### src/hdl/tccp_regs.svh
// register offsets, field positions, reset values and timing counts of the capture/compare timer
`ifndef TCCP_REGS_SVH
`define TCCP_REGS_SVH
// ----------------------------------------------------------------------
// register byte addresses
// ----------------------------------------------------------------------
`define TCCP_OFF_CTRL 12'h000
`define TCCP_OFF_COUNT 12'h004
`define TCCP_OFF_MODULO 12'h008
`define TCCP_OFF_CH0_CS 12'h00C
`define TCCP_OFF_CH0_VAL 12'h010
`define TCCP_OFF_CH1_CS 12'h014
`define TCCP_OFF_CH1_VAL 12'h018
// ----------------------------------------------------------------------
// timer control fields
// ----------------------------------------------------------------------
`define TCCP_CTRL_PS_LSB 0
`define TCCP_CTRL_STOP_BIT 4
`define TCCP_CTRL_RST_BIT 5
`define TCCP_CTRL_OVF_BIT 7
// ----------------------------------------------------------------------
// channel control/status fields
// ----------------------------------------------------------------------
`define TCCP_CS_MAX_BIT 0
`define TCCP_CS_TOV_BIT 1
`define TCCP_CS_ELSA_BIT 2
`define TCCP_CS_ELSB_BIT 3
`define TCCP_CS_MSA_BIT 4
`define TCCP_CS_MSB_BIT 5
`define TCCP_CS_FLAG_BIT 7
// ----------------------------------------------------------------------
// reset values and counts
// ----------------------------------------------------------------------
`define TCCP_MODULO_RST 16'hFFFF
`define TCCP_CTRL_RST 8'h10
`define TCCP_PS_EXT 3'h7
`endif

### src/hdl/tccp_pkg.sv
// types shared by the capture/compare timer files
package tccp_pkg;
    typedef enum logic [1:0] {TCCP_ACT_NONE, TCCP_ACT_TOGGLE, TCCP_ACT_CLEAR, TCCP_ACT_SET} tccp_act_t;
    typedef logic [15:0] tccp_word_t;
endpackage : tccp_pkg

### src/hdl/tccp_tick_if.sv
// counter tick and overflow signals passed from the prescaler/counter to the channels
`timescale 1ns/1ps
interface tccp_tick_if;
    logic tick;
    logic ovf;
    logic [15:0] count;
    modport src (output tick, output ovf, output count);
    modport dst (input tick, input ovf, input count);
endinterface : tccp_tick_if

### src/hdl/tccp_counter.sv
// prescaler and free-running modulo up-counter
`timescale 1ns/1ps
`include "tccp_regs.svh"
module tccp_counter (
    // clock and reset
    input wire logic clk,
    input wire logic rst,
    // control
    input wire logic [2:0] ps_sel,
    input wire logic stop,
    input wire logic cnt_rst,
    input wire logic ext_clk_sync,
    input wire logic [15:0] modulo,
    // tick outputs
    tccp_tick_if.src tk
);
    import tccp_pkg::*;
    logic [6:0] div_ff;
    logic ext_d_ff;
    logic [15:0] cnt_ff;
    logic tick_c;
    // ------------------------------------------------------------------
    // prescaler
    // ------------------------------------------------------------------
    // divider free-runs; a tick is its selected bit's all-ones point
    always_ff @(posedge clk or posedge rst) begin
        if (rst) begin
            div_ff <= 7'h00;
        end else if (cnt_rst) begin
            div_ff <= 7'h00;
        end else if (!stop) begin
            div_ff <= div_ff + 7'h01;
        end
    end
    always_ff @(posedge clk or posedge rst) begin
        if (rst) begin
            ext_d_ff <= 1'b0;
        end else begin
            ext_d_ff <= ext_clk_sync;
        end
    end
    // seven bus-clock divisions or the synchronised external clock rising edge
    always_comb begin
        case (ps_sel)
            3'h0: tick_c = 1'b1;
            3'h1: tick_c = div_ff[0];
            3'h2: tick_c = &div_ff[1:0];
            3'h3: tick_c = &div_ff[2:0];
            3'h4: tick_c = &div_ff[3:0];
            3'h5: tick_c = &div_ff[4:0];
            3'h6: tick_c = &div_ff[5:0];
            default: tick_c = ext_clk_sync & ~ext_d_ff;
        endcase
    end
    // ------------------------------------------------------------------
    // counter
    // ------------------------------------------------------------------
    always_ff @(posedge clk or posedge rst) begin
        if (rst) begin
            cnt_ff <= 16'h0000;
        end else if (cnt_rst) begin
            cnt_ff <= 16'h0000;
        end else if (tick_c && !stop) begin
            cnt_ff <= (cnt_ff == modulo) ? 16'h0000 : cnt_ff + 16'h0001;
        end
    end
    assign tk.tick = tick_c & ~stop;
    assign tk.ovf = tick_c & ~stop & (cnt_ff == modulo);
    assign tk.count = cnt_ff;
endmodule : tccp_counter

### src/hdl/tccp_top.sv
// two-channel capture/compare/PWM timer with APB register access
//
// Notes on behaviour
// - an active capture edge copies the counter into the channel value
// - edge-select bits choose rising, falling or both edges
// - capture sets the channel flag, a request when its enable is set
// - compare match sets, clears or toggles the channel 0 pin
// - compare on either channel sets its flag (channel 0's flag when linked) and may request
// - channel 1 drives no pin; unlinked, its matches only set its flag
// - a new unbuffered value acts at once; a passed value misses
// - buffered select on channel 0 links both channels onto pin 0
// - linked: channel 0 first, then last-written channel at each overflow
// - linked: channel 0 control governs; channel 1 control is ignored
// - linked: writing the active channel acts immediately
// - toggle-on-overflow inverts the pin at each counter overflow; with the max bit set it sets the pin instead
// - modulo 255 undivided gives a 256-clock period
// - value 128 of 256 steps gives 50 percent duty
// - unsynchronised width writes may misbehave for two periods
// - seven bus divisions or external clock chosen by three bits
// - without toggle-on-overflow the pin moves only on compare actions
// - overflow flag sets when the counter wraps from modulo to zero
`timescale 1ns/1ps
`include "tccp_regs.svh"
module tccp_top (
    // clock and reset
    input wire logic CLOCK,
    input wire logic RST,
    // apb slave
    input wire logic PSEL,
    input wire logic PENABLE,
    input wire logic PWRITE,
    input wire logic [11:0] PADDR,
    input wire logic [31:0] PWDATA,
    output logic [31:0] PRDATA,
    output logic PREADY,
    output logic PSLVERR,
    // pins
    input wire logic EXTERNAL_TIMER_CLOCK,
    input wire logic CHANNEL0_PIN_IN,
    output logic CHANNEL0_PIN_OUT,
    output logic CHANNEL0_PIN_OE_N,
    // interrupt requests
    output logic OVF_IRQ,
    output logic CH0_IRQ,
    output logic CH1_IRQ
);
    import tccp_pkg::*;
    tccp_tick_if tk();
    logic [1:0] ext_sync_ff;
    logic [1:0] pin_sync_ff;
    logic pin_d_ff;
    logic [7:0] ctrl_ff;
    tccp_word_t modulo_ff;
    logic [7:0] cs_ff [2];
    tccp_word_t val_ff [2];
    logic active_ff;
    logic last_wr_ff;
    logic pin_ff;
    logic oe_n_ff;
    logic [31:0] prdata_ff;
    logic pready_ff;
    logic pslverr_ff;
    logic ovf_irq_ff;
    logic ch_irq_ff [2];
    logic wr_acc, rd_acc, linked, cap_edge, cap0, buf_sel_c;
    logic [1:0] match_c;
    tccp_word_t nxt_count;
    logic ovf_clr, mapped_c;
    logic [1:0] flag_clr;
    logic [31:0] rd_c;
    // ------------------------------------------------------------------
    // pin synchronisers
    // ------------------------------------------------------------------
    always_ff @(posedge CLOCK or posedge RST) begin
        if (RST) begin
            ext_sync_ff <= 2'b00;
            pin_sync_ff <= 2'b00;
            pin_d_ff <= 1'b0;
        end else begin
            ext_sync_ff <= {ext_sync_ff[0], EXTERNAL_TIMER_CLOCK};
            pin_sync_ff <= {pin_sync_ff[0], CHANNEL0_PIN_IN};
            pin_d_ff <= pin_sync_ff[1];
        end
    end
    // ------------------------------------------------------------------
    // counter
    // ------------------------------------------------------------------
    tccp_counter u_cnt (
        .clk(CLOCK),
        .rst(RST),
        .ps_sel(ctrl_ff[`TCCP_CTRL_PS_LSB +: 3]),
        .stop(ctrl_ff[`TCCP_CTRL_STOP_BIT]),
        .cnt_rst(ctrl_ff[`TCCP_CTRL_RST_BIT]),
        .ext_clk_sync(ext_sync_ff[1]),
        .modulo(modulo_ff),
        .tk(tk.src)
    );
    // ------------------------------------------------------------------
    // apb decode
    // ------------------------------------------------------------------
    // one wait state: answer lands in the cycle after the access phase starts
    assign wr_acc = PSEL & PENABLE & PWRITE & pready_ff;
    assign rd_acc = PSEL & PENABLE & ~PWRITE & ~pready_ff;
    assign linked = cs_ff[0][`TCCP_CS_MSB_BIT];
    // capture on channel 0 only when it is in input capture mode
    assign cap0 = ~cs_ff[0][`TCCP_CS_MSA_BIT] & ~linked;
    always_comb begin
        case ({cs_ff[0][`TCCP_CS_ELSB_BIT], cs_ff[0][`TCCP_CS_ELSA_BIT]})
            2'b01: cap_edge = pin_sync_ff[1] & ~pin_d_ff;
            2'b10: cap_edge = ~pin_sync_ff[1] & pin_d_ff;
            2'b11: cap_edge = pin_sync_ff[1] ^ pin_d_ff;
            default: cap_edge = 1'b0;
        endcase
    end
    // compares act on the tick that brings the counter to the value, as overflow acts on wrap,
    // so a value of half the period gives exactly half the period high
    assign nxt_count = (tk.count == modulo_ff) ? 16'h0000 : tk.count + 16'h0001;
    // in linked mode only the active channel compares; channel 1 is otherwise standalone
    assign match_c[0] = tk.tick & cs_ff[0][`TCCP_CS_MSA_BIT] & ~linked
        & (nxt_count == val_ff[0]);
    assign match_c[1] = tk.tick & (linked ? (nxt_count == val_ff[active_ff])
        : (cs_ff[1][`TCCP_CS_MSA_BIT] & (nxt_count == val_ff[1])));
    assign ovf_clr = wr_acc & (PADDR == `TCCP_OFF_CTRL) & ~PWDATA[`TCCP_CTRL_OVF_BIT];
    assign flag_clr[0] = wr_acc & (PADDR == `TCCP_OFF_CH0_CS) & ~PWDATA[`TCCP_CS_FLAG_BIT];
    assign flag_clr[1] = wr_acc & (PADDR == `TCCP_OFF_CH1_CS) & ~PWDATA[`TCCP_CS_FLAG_BIT];
    assign buf_sel_c = wr_acc & (PADDR == `TCCP_OFF_CH1_VAL);
    // ------------------------------------------------------------------
    // timer control and modulo
    // ------------------------------------------------------------------
    // overflow flag: set wins over a software clear in the same cycle
    always_ff @(posedge CLOCK or posedge RST) begin
        if (RST) begin
            ctrl_ff <= `TCCP_CTRL_RST;
        end else begin
            if (wr_acc && PADDR == `TCCP_OFF_CTRL) begin
                ctrl_ff[6:0] <= PWDATA[6:0];
            end else begin
                ctrl_ff[`TCCP_CTRL_RST_BIT] <= 1'b0; // counter reset is self-clearing
            end
            if (tk.ovf) begin
                ctrl_ff[`TCCP_CTRL_OVF_BIT] <= 1'b1;
            end else if (ovf_clr) begin
                ctrl_ff[`TCCP_CTRL_OVF_BIT] <= 1'b0;
            end
        end
    end
    always_ff @(posedge CLOCK or posedge RST) begin
        if (RST) begin
            modulo_ff <= `TCCP_MODULO_RST;
        end else if (wr_acc && PADDR == `TCCP_OFF_MODULO) begin
            modulo_ff <= PWDATA[15:0];
        end
    end
    // ------------------------------------------------------------------
    // channel control, values and flags, one per channel
    // ------------------------------------------------------------------
    for (genvar i = 0; i < 2; i++) begin : g_ch
        localparam logic [11:0] CS_OFF = i ? `TCCP_OFF_CH1_CS : `TCCP_OFF_CH0_CS;
        localparam logic [11:0] VAL_OFF = i ? `TCCP_OFF_CH1_VAL : `TCCP_OFF_CH0_VAL;
        always_ff @(posedge CLOCK or posedge RST) begin
            if (RST) begin
                cs_ff[i] <= 8'h00;
            end else begin
                if (wr_acc && PADDR == CS_OFF) begin
                    cs_ff[i][5:0] <= (i == 1) ? {1'b0, PWDATA[4:0]} : PWDATA[5:0];
                    cs_ff[i][6] <= PWDATA[6];
                end
                // linked compares report through channel 0's flag
                if ((i == 0 && ((cap0 && cap_edge) || match_c[0] || (linked && match_c[1])))
                    || (i == 1 && !linked && match_c[1])) begin
                    cs_ff[i][`TCCP_CS_FLAG_BIT] <= 1'b1;
                end else if (flag_clr[i]) begin
                    cs_ff[i][`TCCP_CS_FLAG_BIT] <= 1'b0;
                end
            end
        end
        // value register: software write, or a capture on channel 0
        always_ff @(posedge CLOCK or posedge RST) begin
            if (RST) begin
                val_ff[i] <= 16'h0000;
            end else if (i == 0 && cap0 && cap_edge) begin
                val_ff[i] <= tk.count;
            end else if (wr_acc && PADDR == VAL_OFF) begin
                val_ff[i] <= PWDATA[15:0];
            end
        end
        always_ff @(posedge CLOCK or posedge RST) begin
            if (RST) begin
                ch_irq_ff[i] <= 1'b0;
            end else begin
                ch_irq_ff[i] <= cs_ff[i][`TCCP_CS_FLAG_BIT] & cs_ff[i][6];
            end
        end
    end
    // ------------------------------------------------------------------
    // buffered channel selection
    // ------------------------------------------------------------------
    // the last-written channel takes over at the next overflow
    always_ff @(posedge CLOCK or posedge RST) begin
        if (RST) begin
            active_ff <= 1'b0;
            last_wr_ff <= 1'b0;
        end else if (!linked) begin
            active_ff <= 1'b0;
            last_wr_ff <= 1'b0;
        end else begin
            if (buf_sel_c) begin
                last_wr_ff <= 1'b1;
            end else if (wr_acc && PADDR == `TCCP_OFF_CH0_VAL) begin
                last_wr_ff <= 1'b0;
            end
            if (tk.ovf) begin
                active_ff <= last_wr_ff;
            end
        end
    end
    // ------------------------------------------------------------------
    // channel 0 pin
    // ------------------------------------------------------------------
    // overflow toggle wins over a compare action in the same cycle; channel 1 has no pin
    always_ff @(posedge CLOCK or posedge RST) begin
        if (RST) begin
            pin_ff <= 1'b0;
            oe_n_ff <= 1'b1;
        end else begin
            oe_n_ff <= cap0;
            if (tk.ovf && cs_ff[0][`TCCP_CS_TOV_BIT] && !cap0) begin
                pin_ff <= cs_ff[0][`TCCP_CS_MAX_BIT] ? 1'b1 : ~pin_ff;
            end else if ((match_c[0] || (linked && match_c[1]))
                && !cs_ff[0][`TCCP_CS_MAX_BIT]) begin
                case ({cs_ff[0][`TCCP_CS_ELSB_BIT], cs_ff[0][`TCCP_CS_ELSA_BIT]})
                    2'b01: pin_ff <= ~pin_ff;
                    2'b10: pin_ff <= 1'b0;
                    2'b11: pin_ff <= 1'b1;
                    default: pin_ff <= pin_ff;
                endcase
            end
        end
    end
    // ------------------------------------------------------------------
    // apb read path and interrupt outputs
    // ------------------------------------------------------------------
    always_comb begin
        rd_c = 32'h0000_0000;
        mapped_c = 1'b1;
        case (PADDR)
            `TCCP_OFF_CTRL: rd_c = {24'h000000, ctrl_ff};
            `TCCP_OFF_COUNT: rd_c = {16'h0000, tk.count};
            `TCCP_OFF_MODULO: rd_c = {16'h0000, modulo_ff};
            `TCCP_OFF_CH0_CS: rd_c = {24'h000000, cs_ff[0]};
            `TCCP_OFF_CH0_VAL: rd_c = {16'h0000, val_ff[0]};
            `TCCP_OFF_CH1_CS: rd_c = {24'h000000, cs_ff[1]};
            `TCCP_OFF_CH1_VAL: rd_c = {16'h0000, val_ff[1]};
            default: mapped_c = 1'b0;
        endcase
    end
    always_ff @(posedge CLOCK or posedge RST) begin
        if (RST) begin
            prdata_ff <= 32'h0000_0000;
            pready_ff <= 1'b0;
            pslverr_ff <= 1'b0;
            ovf_irq_ff <= 1'b0;
        end else begin
            pready_ff <= PSEL & PENABLE & ~pready_ff;
            pslverr_ff <= PSEL & PENABLE & ~pready_ff & ~mapped_c;
            if (rd_acc) begin
                prdata_ff <= rd_c;
            end
            ovf_irq_ff <= ctrl_ff[`TCCP_CTRL_OVF_BIT] & ctrl_ff[6];
        end
    end
    assign PRDATA = prdata_ff;
    assign PREADY = pready_ff;
    assign PSLVERR = pslverr_ff;
    assign CHANNEL0_PIN_OUT = pin_ff;
    assign CHANNEL0_PIN_OE_N = oe_n_ff;
    assign OVF_IRQ = ovf_irq_ff;
    assign CH0_IRQ = ch_irq_ff[0];
    assign CH1_IRQ = ch_irq_ff[1];
    // ------------------------------------------------------------------
    // assertions
    // ------------------------------------------------------------------
    AST_CAPTURE: assert property (@(posedge CLOCK) disable iff (RST)
        (cap0 && cap_edge) |=> val_ff[0] == $past(tk.count)) else $error("capture value wrong");
    AST_OVF_FLAG: assert property (@(posedge CLOCK) disable iff (RST)
        tk.ovf |=> ctrl_ff[`TCCP_CTRL_OVF_BIT]) else $error("overflow flag not set");
    AST_WRAP: assert property (@(posedge CLOCK) disable iff (RST)
        tk.ovf && !ctrl_ff[`TCCP_CTRL_RST_BIT] |=> tk.count == 16'h0000) else $error("no wrap");
    AST_TOGGLE: assert property (@(posedge CLOCK) disable iff (RST)
        (tk.ovf && cs_ff[0][1] && !cap0 && !cs_ff[0][0]) |=> pin_ff != $past(pin_ff))
        else $error("no toggle at overflow");
    AST_CLEAR: assert property (@(posedge CLOCK) disable iff (RST)
        (match_c[0] && !tk.ovf && cs_ff[0][3:2] == 2'b10 && !cs_ff[0][0]) |=> !pin_ff)
        else $error("compare clear failed");
    AST_HOLD: assert property (@(posedge CLOCK) disable iff (RST)
        (!cs_ff[0][1] && !match_c[0] && !match_c[1]) |=> $stable(pin_ff))
        else $error("pin moved without cause");
    AST_SWAP: assert property (@(posedge CLOCK) disable iff (RST)
        (linked && tk.ovf) |=> active_ff == $past(last_wr_ff)) else $error("buffer swap wrong");
    AST_CH1_FLAG: assert property (@(posedge CLOCK) disable iff (RST)
        (match_c[1] && !linked) |=> cs_ff[1][7]) else $error("channel 1 flag missing");
    AST_READY: assert property (@(posedge CLOCK) disable iff (RST)
        (PSEL && PENABLE && !PREADY) |=> PREADY) else $error("apb answer late");
    COV_CAPTURE: cover property (@(posedge CLOCK) disable iff (RST) cap0 && cap_edge);
    COV_LINK_SWAP: cover property (@(posedge CLOCK) disable iff (RST) linked && tk.ovf && last_wr_ff);
    COV_PWM: cover property (@(posedge CLOCK) disable iff (RST) tk.ovf && cs_ff[0][1]);
endmodule : tccp_top

### config.mk
export PLATFORM = sky130hd
export DESIGN_NAME = tccp_top
export DESIGN_NICKNAME = d
export VERILOG_FILES = /design/src/hdl/tccp_pkg.sv /design/src/hdl/tccp_tick_if.sv /design/src/hdl/tccp_counter.sv /design/src/hdl/tccp_top.sv
export VERILOG_INCLUDE_DIRS = /design/src /design/src/hdl
export SDC_FILE = /design/constraint.sdc
export NUM_CORES = 1
export LEC_CHECK = 0
export BUFFER_PORTS_ARGS = -buffer_cell sky130_fd_sc_hd__buf_2
export CORE_ASPECT_RATIO = 1.4
export CORE_MARGIN = 5
export CORE_UTILIZATION = 45
export DETAILED_ROUTE_END_ITERATION = 10
export SYNTH_ARGS = -nofsm -noshare
export SYNTH_HDL_FRONTEND = slang
export SYNTH_SLANG_ARGS = --single-unit
### constraint.sdc
create_clock -name CLOCK -period 11.2 [get_ports CLOCK]
set_input_delay 1.12 -clock CLOCK [delete_from_list [all_inputs] [get_ports CLOCK]]
set_output_delay 1.12 -clock CLOCK [all_outputs]
set_load 0.05 [all_outputs]
* Yosys cells after proc, flatten, opt, wreduce, memory -nomap -nowiden
Cells that the tools add are included.
** Storage, ports and cells
- Memories :: 0
- Register bits :: 141
- Latch bits :: 0
- Word-level logic and storage cells :: 159
- Output and inout bits :: 39
- Bits in read-only memories :: 0
- RAM bits :: 0
** Cells by class
- Order comparisons :: 1
- Reductions and logical operators :: 36
- Shift operators :: 0
- Add/subtract/negate cells :: 2
- Bitwise operators :: 41
- Div/mod/pow operators :: 0
- $mul :: 0
- Multiplexer cells :: 31
- Equality and inequality tests :: 22
** Operators with widths (number)
- 2-to-1 mux 16 bit :: 8
- one-hot mux 16 bit (7 select lines) :: 1
- == test 16 bit :: 4
- == test 12 x 5 -> 1 bit (second input constant) :: 3
- bitwise AND 1 bit :: 28
- == test 12 x 4 -> 1 bit (second input constant) :: 2
- 2-to-1 mux 1 bit :: 17
- adder 16 x 1 -> 16 bit (second input constant) :: 1
- 2-to-1 mux 7 bit :: 2
- logical AND 1 bit :: 13
- == test 12 x 3 -> 1 bit (second input constant) :: 1
- logical NOT 12 bit :: 1
- nonzero test 2 bit :: 6
- NOT 1 bit :: 11
- == test 3 bit (second input constant) :: 3
- adder 7 x 1 -> 7 bit (second input constant) :: 1
- one-hot mux 1 bit (7 select lines) :: 1
- OR reduction 7 bit :: 1
- == test 3 x 2 -> 1 bit (second input constant) :: 2
- one-hot mux 1 bit (3 select lines) :: 2
- AND reduction 6 bit :: 1
- AND reduction 5 bit :: 1
- == test 2 bit (second input constant) :: 2
- logical NOT 1 bit :: 4
- 14 further kinds :: 17

* Longest topological paths before layout
Gate-level depths: netlist of the first run.
- Word-level depth :: 12
- Depth in mapped cells :: 13
- Depth with buffers taken out :: 11

* Cells and area by module
Synthesis of the first run repeated with hierarchy kept, for this count alone.
** Second synthesis, totals
- Cells, all modules :: 830
- Area, all modules :: 8099.0 µm²
** By module, submodules not included
- tccp_top :: instances 1, area an instance 6535.0 µm², sequential area each 2549.9 µm², cells an instance 652
- tccp_counter :: instances 1, area an instance 1564.0 µm², sequential area each 575.6 µm², cells an instance 178

* Least setup slack after synthesis of the first run
OpenSTA, ideal clock, no wires.
- Path kind :: input -> register
- Start point :: in PADDR[9]
- End point :: reg val_ff[0] in the netlist's numbering
- Arrival time :: 3.119 ns
- Setup time :: 0.125 ns
- Data required time :: 11.075 ns
- Slack :: 7.956 ns
- Cell stages on the path :: 7
- Cell sequence :: nor4_1 > nand3_1 > nor2_1 > and3_1 > clkbuf_1 > clkbuf_1 > mux2_2
** On the way
- Word-level cells in the longest chain between the ends :: 2
** Ends and longest elaborated chain
- start: declaration :: line tccp_top.sv:32 : input wire logic [11:0] PADDR,
- == test 12 x 5 -> 1 bit :: line tccp_top.sv:183 : end else if (wr_acc && PADDR == VAL_OFF) begin
- logical AND 1 bit :: line tccp_top.sv:183
- end signal: indexed assignment :: line tccp_top.sv:182 : val_ff[i] <= tk.count;
- end signal: indexed assignment :: line tccp_top.sv:184 : val_ff[i] <= PWDATA[15:0];
- end: declaration :: line tccp_top.sv:55 : tccp_word_t val_ff [2];
Every way passes these cells.
A chain may end at the register's enable or synchronous reset.

* Worst setup path after layout of the first run
- Start point :: reg u_cnt.cnt_ff[0], in the netlist u_cnt.tk.count[0]
- End point :: reg pin_ff, in the netlist CHANNEL0_PIN_OUT
** On the way
- Word-level cells in the longest chain between the ends :: 11
** Ends and longest elaborated chain
- start: declaration :: line tccp_counter.sv:20 : logic [15:0] cnt_ff;
- start signal: assignment :: line tccp_counter.sv:64 : cnt_ff <= (cnt_ff == modulo) ? 16'h0000 : cnt_ff + 16'h0001;
- adder 16 x 1 -> 16 bit or == test 16 bit (tied branches) :: line tccp_top.sv:117, tccp_counter.sv:68
- 2-to-1 mux 16 bit :: line tccp_top.sv:117 : assign nxt_count = (tk.count == modulo_ff) ? 16'h0000 : tk.count + 16'h0001;
- == test 16 bit :: line tccp_top.sv:122 : : (cs_ff[1][`TCCP_CS_MSA_BIT] & (nxt_count == val_ff[1])));
- bitwise AND 1 bit :: line tccp_top.sv:122
- 2-to-1 mux 1 bit :: line tccp_top.sv:121 : assign match_c[1] = tk.tick & (linked ? (nxt_count == val_ff[active_ff])
- bitwise AND 1 bit :: line tccp_top.sv:121
- logical AND 1 bit :: line tccp_top.sv:229 : end else if ((match_c[0] || (linked && match_c[1]))
- logical OR 1 bit :: line tccp_top.sv:229
- logical AND 1 bit :: line tccp_top.sv:229
- nonzero test 2 bit (no source line)
- AND reduction 2 bit (no source line)
- end signal: assignment :: line tccp_top.sv:228 : pin_ff <= cs_ff[0][`TCCP_CS_MAX_BIT] ? 1'b1 : ~pin_ff;
- end signal: assignment :: line tccp_top.sv:232 : 2'b01: pin_ff <= ~pin_ff;
- end signal: assignment :: line tccp_top.sv:235 : default: pin_ff <= pin_ff;
- end: declaration :: line tccp_top.sv:58 : logic pin_ff;
Parallel ways exist; a longest one is shown, timed or not.

==> out/metrics.yaml, run 1 <==
detailed_routing:
  drt_iter0_drc: 519
  drt-pass1-iter-count: 5
  routed-via-count: 6332
  detail_route.wirelength_um: 22500
  avgViaCountPerCell: 5.90
  drcViolationCount: 0
  drt-wirelength-per-cell_um: 20.9
  detail-route-antenna-nets: 0
clock_tree:
  cts_htree_levels: 4
  cts_sinks: 124
  post_cts_buffers: 0
  path_clk_slew_ns: 0.05
  cts_buffers: 17
  clockRootBuffer: "sky130_fd_sc_hd__clkbuf_16"
  post_cts_hold_buffers: 0
  cts_repair_resize_count: 0
  cts_tree: "done"
  clk-insertion-delay-late_ns: 0.42
  ctsLongestPathBuffers: 2
yosys:
  ys.warnings.count: 0
  synth_cell_types: 65
  synth_enable_flop_cells: 0
  synth_async_sr_flop_share: 1.00
  synthesis.instances: 800
  synth_seq_cells: 124
  combined_area_of_all_synthesized_cells_um2: 7800
  portion_of_the_post_synthesis_area_used_by_sequential_elements: 0.400
  syn_area_per_cell_um2: 9.76
  ys_dominant_reg_cell: "sky130_fd_sc_hd__dfrtp_1"
floorplan:
  design.portCount: 90
  die_area_um2: 20100
  core_region_area_um2: 17200
  starting_density: 0.454
  die_h_um: 166
  die_width_um: 121
  floorplan.rows: 57
power_and_ir_drop:
  sequentialPowerShare: 0.387
  cellLeakagePower_nw: 3.78
  p_sw_uw: 353
  p_comb_frac: 0.140
  p_sw_frac: 0.274
  ir_drop_uv: 104
  portion_of_total_power_attributed_to_the_clock_network: 0.473
  p_per_area_nw_per_um2: 146
  power_report.internal_total_uw: 938
layout:
  diodes: 0
  design.final.nets: 885
  final_layout_size_suffix_gt1_frac: 0.229
  layoutNonFillerInstCount: 1073
  layout.core_utilization: 0.513
  multi_input_area_um2: 4340
  fill_cells: 1551
  layout.area.seq_um2: 3130
  layout_area_growth_over_synthesis_pct: 13.0
global_routing:
  grt_pass1_vias: 6363
  grt_pass1_wl_um: 35800
  number_of_antenna_violations_at_the_first_check_in_global_routing: 0
  globalRoute.totalOverflow: 0
  grt_usage: 0.228
  pin_count_of_the_biggest_net_entering_global_routing: 67
timing:
  report.final.setup_viol: 0
  timing.slew.headroom: 0.285
  setup_total_negative_slack_ns: 0
  grt_setup_unrepaired: "false"
  period_needed_ns: 3.95
  timing.final.crit_share: 0.352
  measured_slew_at_the_worst_slew_check_pin_ns: 1.07
  slew_viol_final: 0
  clock_skew_ns: 0.0102
  fmaxAchievable_ghz: 0.253
  final_hold_violation_count: 0
place:
  dp_cells: 1041
  port_buffers: 57
  finalWeightedCongestion: 0.923
  sum_of_net_half_perimeters_after_detailed_placement_um: 16200
worst_setup_path:
  critical_path_arrival_ns: 4.27
  worstSetupPathType: "reg -> reg"
  timing.critical_path.from_type: "flip-flop"
  crit_required_ns: 11.53
  setup.worst_path.end_class: "flip-flop"
  timing.critical_path.fanout_max: 15
worst_hold_path:
  min_path_type: "reg -> reg"
status:
  outcome: "finished clean"
flow_run:
  max_cap_viol: 0
[cells in the final DEF, fill, tap and decap left out, types with 7 or more instances in the layout]
| cell type | instances |
|---|---|
| sky130_fd_sc_hd__dfrtp_1 | 106 |
| sky130_fd_sc_hd__nand2_1 | 75 |
| sky130_fd_sc_hd__mux2_2 | 58 |
| sky130_fd_sc_hd__o21ai_0 | 57 |
| sky130_fd_sc_hd__buf_2 | 57 |
| sky130_fd_sc_hd__nor2_1 | 48 |
| sky130_fd_sc_hd__mux2i_1 | 44 |
| sky130_fd_sc_hd__xnor2_1 | 38 |
| sky130_fd_sc_hd__a21oi_1 | 35 |
| sky130_fd_sc_hd__nor3_1 | 20 |
| sky130_fd_sc_hd__xor2_1 | 19 |
| sky130_fd_sc_hd__dfstp_2 | 18 |
| sky130_fd_sc_hd__clkbuf_16 | 17 |
| sky130_fd_sc_hd__conb_1 | 16 |
| sky130_fd_sc_hd__inv_1 | 15 |
| sky130_fd_sc_hd__a22o_1 | 15 |
| sky130_fd_sc_hd__nand3_1 | 14 |
| sky130_fd_sc_hd__nand4_1 | 11 |
| sky130_fd_sc_hd__a31oi_1 | 10 |
| sky130_fd_sc_hd__o32ai_1 | 10 |
| sky130_fd_sc_hd__ha_1 | 10 |
| sky130_fd_sc_hd__a222oi_1 | 9 |
| sky130_fd_sc_hd__nand2b_1 | 8 |
| sky130_fd_sc_hd__a221oi_1 | 8 |
| sky130_fd_sc_hd__buf_4 | 8 |
| sky130_fd_sc_hd__and2_1 | 7 |
| sky130_fd_sc_hd__o22ai_1 | 7 |
[synthesized netlist by cell type, types with 7 or more instances]
master | number | area (um^2)
sky130_fd_sc_hd__dfrtp_1 | 106 | 2650
sky130_fd_sc_hd__nand2_1 | 75 | 282
sky130_fd_sc_hd__mux2_2 | 58 | 653
sky130_fd_sc_hd__o21ai_0 | 57 | 285
sky130_fd_sc_hd__nor2_1 | 48 | 180
sky130_fd_sc_hd__mux2i_1 | 44 | 440
sky130_fd_sc_hd__xnor2_1 | 38 | 333
sky130_fd_sc_hd__a21oi_1 | 36 | 180
sky130_fd_sc_hd__clkbuf_1 | 34 | 128
sky130_fd_sc_hd__buf_4 | 23 | 173
sky130_fd_sc_hd__nor3_1 | 20 | 100
sky130_fd_sc_hd__xor2_1 | 19 | 166
sky130_fd_sc_hd__dfstp_2 | 18 | 473
sky130_fd_sc_hd__inv_1 | 16 | 60.1
sky130_fd_sc_hd__a22o_1 | 15 | 131
sky130_fd_sc_hd__nand3_1 | 14 | 70.1
sky130_fd_sc_hd__nand4_1 | 11 | 68.8
sky130_fd_sc_hd__a31oi_1 | 10 | 62.6
sky130_fd_sc_hd__buf_1 | 10 | 37.5
sky130_fd_sc_hd__ha_1 | 10 | 125
sky130_fd_sc_hd__o32ai_1 | 10 | 87.6
sky130_fd_sc_hd__a222oi_1 | 9 | 90.1
sky130_fd_sc_hd__a221oi_1 | 8 | 70.1
sky130_fd_sc_hd__buf_2 | 8 | 40.0
sky130_fd_sc_hd__nand2b_1 | 8 | 50.1
sky130_fd_sc_hd__and2_1 | 7 | 43.8
sky130_fd_sc_hd__nor4_1 | 7 | 43.8
sky130_fd_sc_hd__nor4b_1 | 7 | 61.3
sky130_fd_sc_hd__o22ai_1 | 7 | 43.8
[power groups by stage]
stage | combinational [mW] | clock [mW] | sequential (mW)
6_report | 0.181 | 0.610 | 0.500
5_1_grt | 0.200 | 0.641 | 0.502
4_1_cts | 0.181 | 0.620 | 0.499
3_5_place_dp | 0.180 | 0 | 0.506
3_3_place_gp | 0.172 | 0 | 0.504
2_1_floorplan | 0.141 | 0 | 0.494
[metal layers]
metal | global-route usage | vias to the layer above | share of wire
met4 | 0.108 | 0 | 0.040
met5 | 0 | - | 0
met2 | 0.395 | 191 | 0.52
li1 | - | 2932 | -
met3 | 0.0409 | 47 | 0.041
met1 | 0.270 | 3162 | 0.39
[final timing paths]
path / from / endpoint / slack (ns) / cells after the start
max: u_cnt.tk.count[0] / CHANNEL0_PIN_OUT / 7.25 / 11
min: ext_sync_ff[0] / ext_sync_ff[1] / 0.35 / 0
max reg2reg: u_cnt.tk.count[0] / CHANNEL0_PIN_OUT / 7.25 / 11
min reg2reg: ext_sync_ff[0] / ext_sync_ff[1] / 0.35 / 0
max in group asynchronous: RST / u_cnt.tk.count[9] / 9.06 / 3
min in group asynchronous: RST / cs_ff[14] / 0.81 / 2
[worst max-delay path: stages, from the launching register on]
cell	delay (ns)
sky130_fd_sc_hd__dfrtp_1	0.72
sky130_fd_sc_hd__ha_1	0.49
sky130_fd_sc_hd__nand4_1	0.29
sky130_fd_sc_hd__nor4_1	0.32
sky130_fd_sc_hd__xnor2_1	0.26
sky130_fd_sc_hd__nor4b_1	0.37
sky130_fd_sc_hd__a31oi_1	0.07
sky130_fd_sc_hd__o21ai_0	0.38
sky130_fd_sc_hd__nand3_1	0.20
sky130_fd_sc_hd__o32ai_4	0.45
sky130_fd_sc_hd__a21oi_1	0.14
sky130_fd_sc_hd__a211oi_2	0.16
[per-stage QoR]
stage	total power [mW]	cell area, um^2	hold slack (ns)	setup slack [ns]
detailed placement	0.686	8160	0.338	7.23
finish	1.29	8820	0.355	7.25
floorplan	0.634	7860	0.331	6.81
global route	1.34	8820	0.370	7.06
CTS	1.30	8820	0.358	7.35
global placement	0.677	8160	0.339	7.30
[registers in the layout, indices dropped and copies added (netlist names), 2 cells and up]
| name | cells |
|---|---|
| val_ff | 32 |
| u_cnt.tk.count | 16 |
| u_cnt.div_ff | 6 |
| modulo_ff | 16 |
| PRDATA | 16 |
| cs_ff | 15 |
| pin_sync_ff | 2 |
| ext_sync_ff | 2 |
| ctrl_ff | 8 |
[kinds of logic after synthesis]
kind of cell,count (synthesis),synth area share
and+or+nand+nor,239,0.165
other,1,0.000480
buffers and inverters,91,0.0561
DFF,124,0.400
xor gates and xnor gates,59,0.0681
AOI/OAI and AO/OA,172,0.147
adders and majority gates,10,0.0160
muxes,104,0.146
[layout make-up]
class                      count  share of cell area
timing repair buffer          65              0.0392
inverter                      16             0.00710
multi-input combinational    600               0.492
sequential                   124               0.355
tap                          236              0.0335
clock buffer                  23              0.0531
clock inverter                 9              0.0209
No activity file was read; power rests on OpenSTA's default activity.
==> run 2: changes to the inputs <==
Settings changed: PLACE_DENSITY set to 0.67.
Clock period 11.2 ns to 3.5 ns, I/O delays scaled along.
==> run 2 against run 1 <==
Compared with the run above: sequential power grew to 3.2 times the previous value; utilization grew 0.97 points; final cell count grew 2.4%; setup slack lost 6.9 ns; via count grew 2.4%; global-route usage grew 0.14 points; routed wire length grew 1.7%; critical endpoint unchanged; worst hold slack lost 0.32 ns; flip-flop and latch count is the same; non-clock buffer count grew 26.
==> out/metrics.yaml, run 2 (same netlist as run 1, synthesis figures left out) <==
place:
  port_buffers: 57  # unchanged
  finalWeightedCongestion: 0.961  # +4.1%
  sum_of_net_half_perimeters_after_detailed_placement_um: 16500  # +1.7%
  dpl-instance-area_um2: 8390  # +2.8%
  pre_cts_ws_ns: 0.352  # -6.88 ns
clock_tree:
  post_cts_hold_buffers: 0  # unchanged
  cts_buffers: 17  # unchanged
  post_cts_buffers: 0  # unchanged
  cts_sinks: 124  # unchanged
  ctsLongestPathBuffers: 2  # unchanged
  cts_tree: "done"
  path_clk_slew_ns: 0.06  # about the same
  clockRootBuffer: "sky130_fd_sc_hd__clkbuf_16"
  cts_repair_resize_count: 0  # unchanged
  clk-insertion-delay-late_ns: 0.42  # about the same
  cts_htree_levels: 4  # unchanged
worst_hold_path:
  min_path_type: "in -> reg"
  hold-path-cell-count: 1  # +1
layout:
  final_cell_mix: "sky130_fd_sc_hd__dfrtp_1, sky130_fd_sc_hd__nand2_1, sky130_fd_sc_hd__mux2_2, sky130_fd_sc_hd__o21ai_0, sky130_fd_sc_hd__buf_2"
  final_layout_size_suffix_gt1_frac: 0.256  # +0.0267
  layout_commonest_cell: "sky130_fd_sc_hd__dfrtp_1"
  top_register: "val_ff"
  post-route-cell-area_um2: 8980  # +1.9%
  layout_area_growth_over_synthesis_pct: 15.1
  diodes: 0  # unchanged
  multi_input_area_um2: 4330  # -0.20%
  fill_cells: 1566  # +0.97%
  largest_register_ffs: 32  # unchanged
  layout.area.seq_um2: 3130  # unchanged
  design.final.nets: 911  # +2.9%
  layout.core_utilization: 0.523  # +0.00968
detailed_routing:
  routed-via-count: 6484  # +2.4%
  detail-route-antenna-nets: 0  # unchanged
  avgViaCountPerCell: 5.90  # about the same
  detail_route.wirelength_um: 22900  # +1.7%
  drt-wirelength-per-cell_um: 20.8  # -0.66%
  drcViolationCount: 0  # unchanged
  drt-pass1-iter-count: 6  # +1
  drt_iter0_drc: 541  # +4.2%
timing:
  final_hold_violation_count: 0  # unchanged
  hold_slack_final_ns: 0.0362  # -0.318 ns
  timing.final.crit_share: 0.910  # +0.558
  slew_viol_final: 0  # unchanged
  period_needed_ns: 3.19  # -0.761 ns
  timing.slew.headroom: 0.412  # +0.127
  fmaxAchievable_ghz: 0.314  # +24%
  grt_setup_unrepaired: "false"
  clock_skew_ns: 0.00469  # -0.00548 ns
  report.final.setup_viol: 0  # unchanged
  setup_slack_after_layout_ns: 0.315  # -6.94 ns
  measured_slew_at_the_worst_slew_check_pin_ns: 0.882  # -0.190 ns
  setup_total_negative_slack_ns: 0  # unchanged
global_routing:
  grt_pass1_vias: 6399  # +0.57%
  grt_pass1_wl_um: 35900  # +0.25%
  pin_count_of_the_biggest_net_entering_global_routing: 125  # +87%
  globalRoute.totalOverflow: 0  # unchanged
  grt_usage: 0.229  # +0.00136
  number_of_antenna_violations_at_the_first_check_in_global_routing: 0  # unchanged
worst_setup_path:
  crit_required_ns: 3.83  # -7.70 ns
  setup.worst_path.end_class: "flip-flop"
  r2r_cells: 10  # -1
  worstSetupPathType: "reg -> reg"
  timing.critical_path.fanout_max: 12  # -3
  timing.critical_path.from_type: "flip-flop"
  critical_path_arrival_ns: 3.52  # -0.75 ns
floorplan:
  design.portCount: 90  # unchanged
  die_h_um: 166  # unchanged
  die_area_um2: 20100  # unchanged
  floorplan.rows: 57  # unchanged
  starting_density: 0.454  # unchanged
  die_width_um: 121  # unchanged
  core_region_area_um2: 17200  # unchanged
flow_run:
  max_cap_viol: 0  # unchanged
power_and_ir_drop:
  cellLeakagePower_nw: 3.89  # +2.9%
  p_per_area_nw_per_um2: 443  # +200%
  ir_drop_uv: 297  # +190%
status:
  outcome: "finished clean"
-- run 2: changes by cell type in the layout (fill, tap and decap cells not counted), moves of 2 or more --
cell                         before  now
sky130_fd_sc_hd__buf_4            8   31
sky130_fd_sc_hd__buf_12           0    3
sky130_fd_sc_hd__bufinv_16        5    2
sky130_fd_sc_hd__clkbuf_1         4    1
sky130_fd_sc_hd__clkinvlp_4       1    4
sky130_fd_sc_hd__clkinv_2         0    2
-- run 2: stage by stage --
stage	power, mW	std cells
floorplan	2.03	815
global placement	2.22	1067
detailed placement	2.23	1067
CTS	4.00	1099
global route	4.14	1099
finish	3.98	1099
-- run 2: cell type report --
cell class | count | share of cell area
Multi-Input combinational cell | 600 | 0.482
Sequential cell | 124 | 0.348
Timing Repair Buffer | 91 | 0.0644
Clock buffer | 20 | 0.0508
Tap cell | 236 | 0.0329
Clock inverter | 12 | 0.0152
Inverter | 16 | 0.00710
-- run 2: final timing paths --
kind	start	end	slack, ns
worst min register to register	pin_sync_ff[0]	pin_sync_ff[1]	0.35
worst max register to register	u_cnt.tk.count[2]	CHANNEL0_PIN_OUT	0.31
min in group asynchronous	RST	PRDATA[10]	0.13
max in group asynchronous	RST	val_ff[0]	2.87
worst min-delay path	CHANNEL0_PIN_IN	pin_sync_ff[0]	0.04
worst max-delay path	u_cnt.tk.count[2]	CHANNEL0_PIN_OUT	0.31
-- run 2: layer usage --
layer,global-route usage,routed length [um],vias up
li1,-,-,2983
met1,0.262,8670,3203
met2,0.395,11900,226
met3,0.0491,1160,72
met4,0.124,1120,0
met5,0,0,-
-- run 2: where the power goes --
part / switching (mW) / internal (mW) / total (mW)
Sequential: 0.0984 / 1.49 / 1.59
Clock: 0.671 / 1.09 / 1.76
Combinational: 0.391 / 0.234 / 0.625
-- run 2: worst max-delay path: stages (launching register included) --
cell and delay [ns]:
sky130_fd_sc_hd__dfrtp_1 0.66, sky130_fd_sc_hd__nand4_1 0.33, sky130_fd_sc_hd__nor4_1 0.34, sky130_fd_sc_hd__xnor2_1 0.26, sky130_fd_sc_hd__nor4b_1 0.34, sky130_fd_sc_hd__a31oi_1 0.07
sky130_fd_sc_hd__o21ai_0 0.22, sky130_fd_sc_hd__nand3_1 0.16, sky130_fd_sc_hd__o32ai_4 0.41, sky130_fd_sc_hd__a21oi_1 0.15, sky130_fd_sc_hd__a211oi_2 0.15
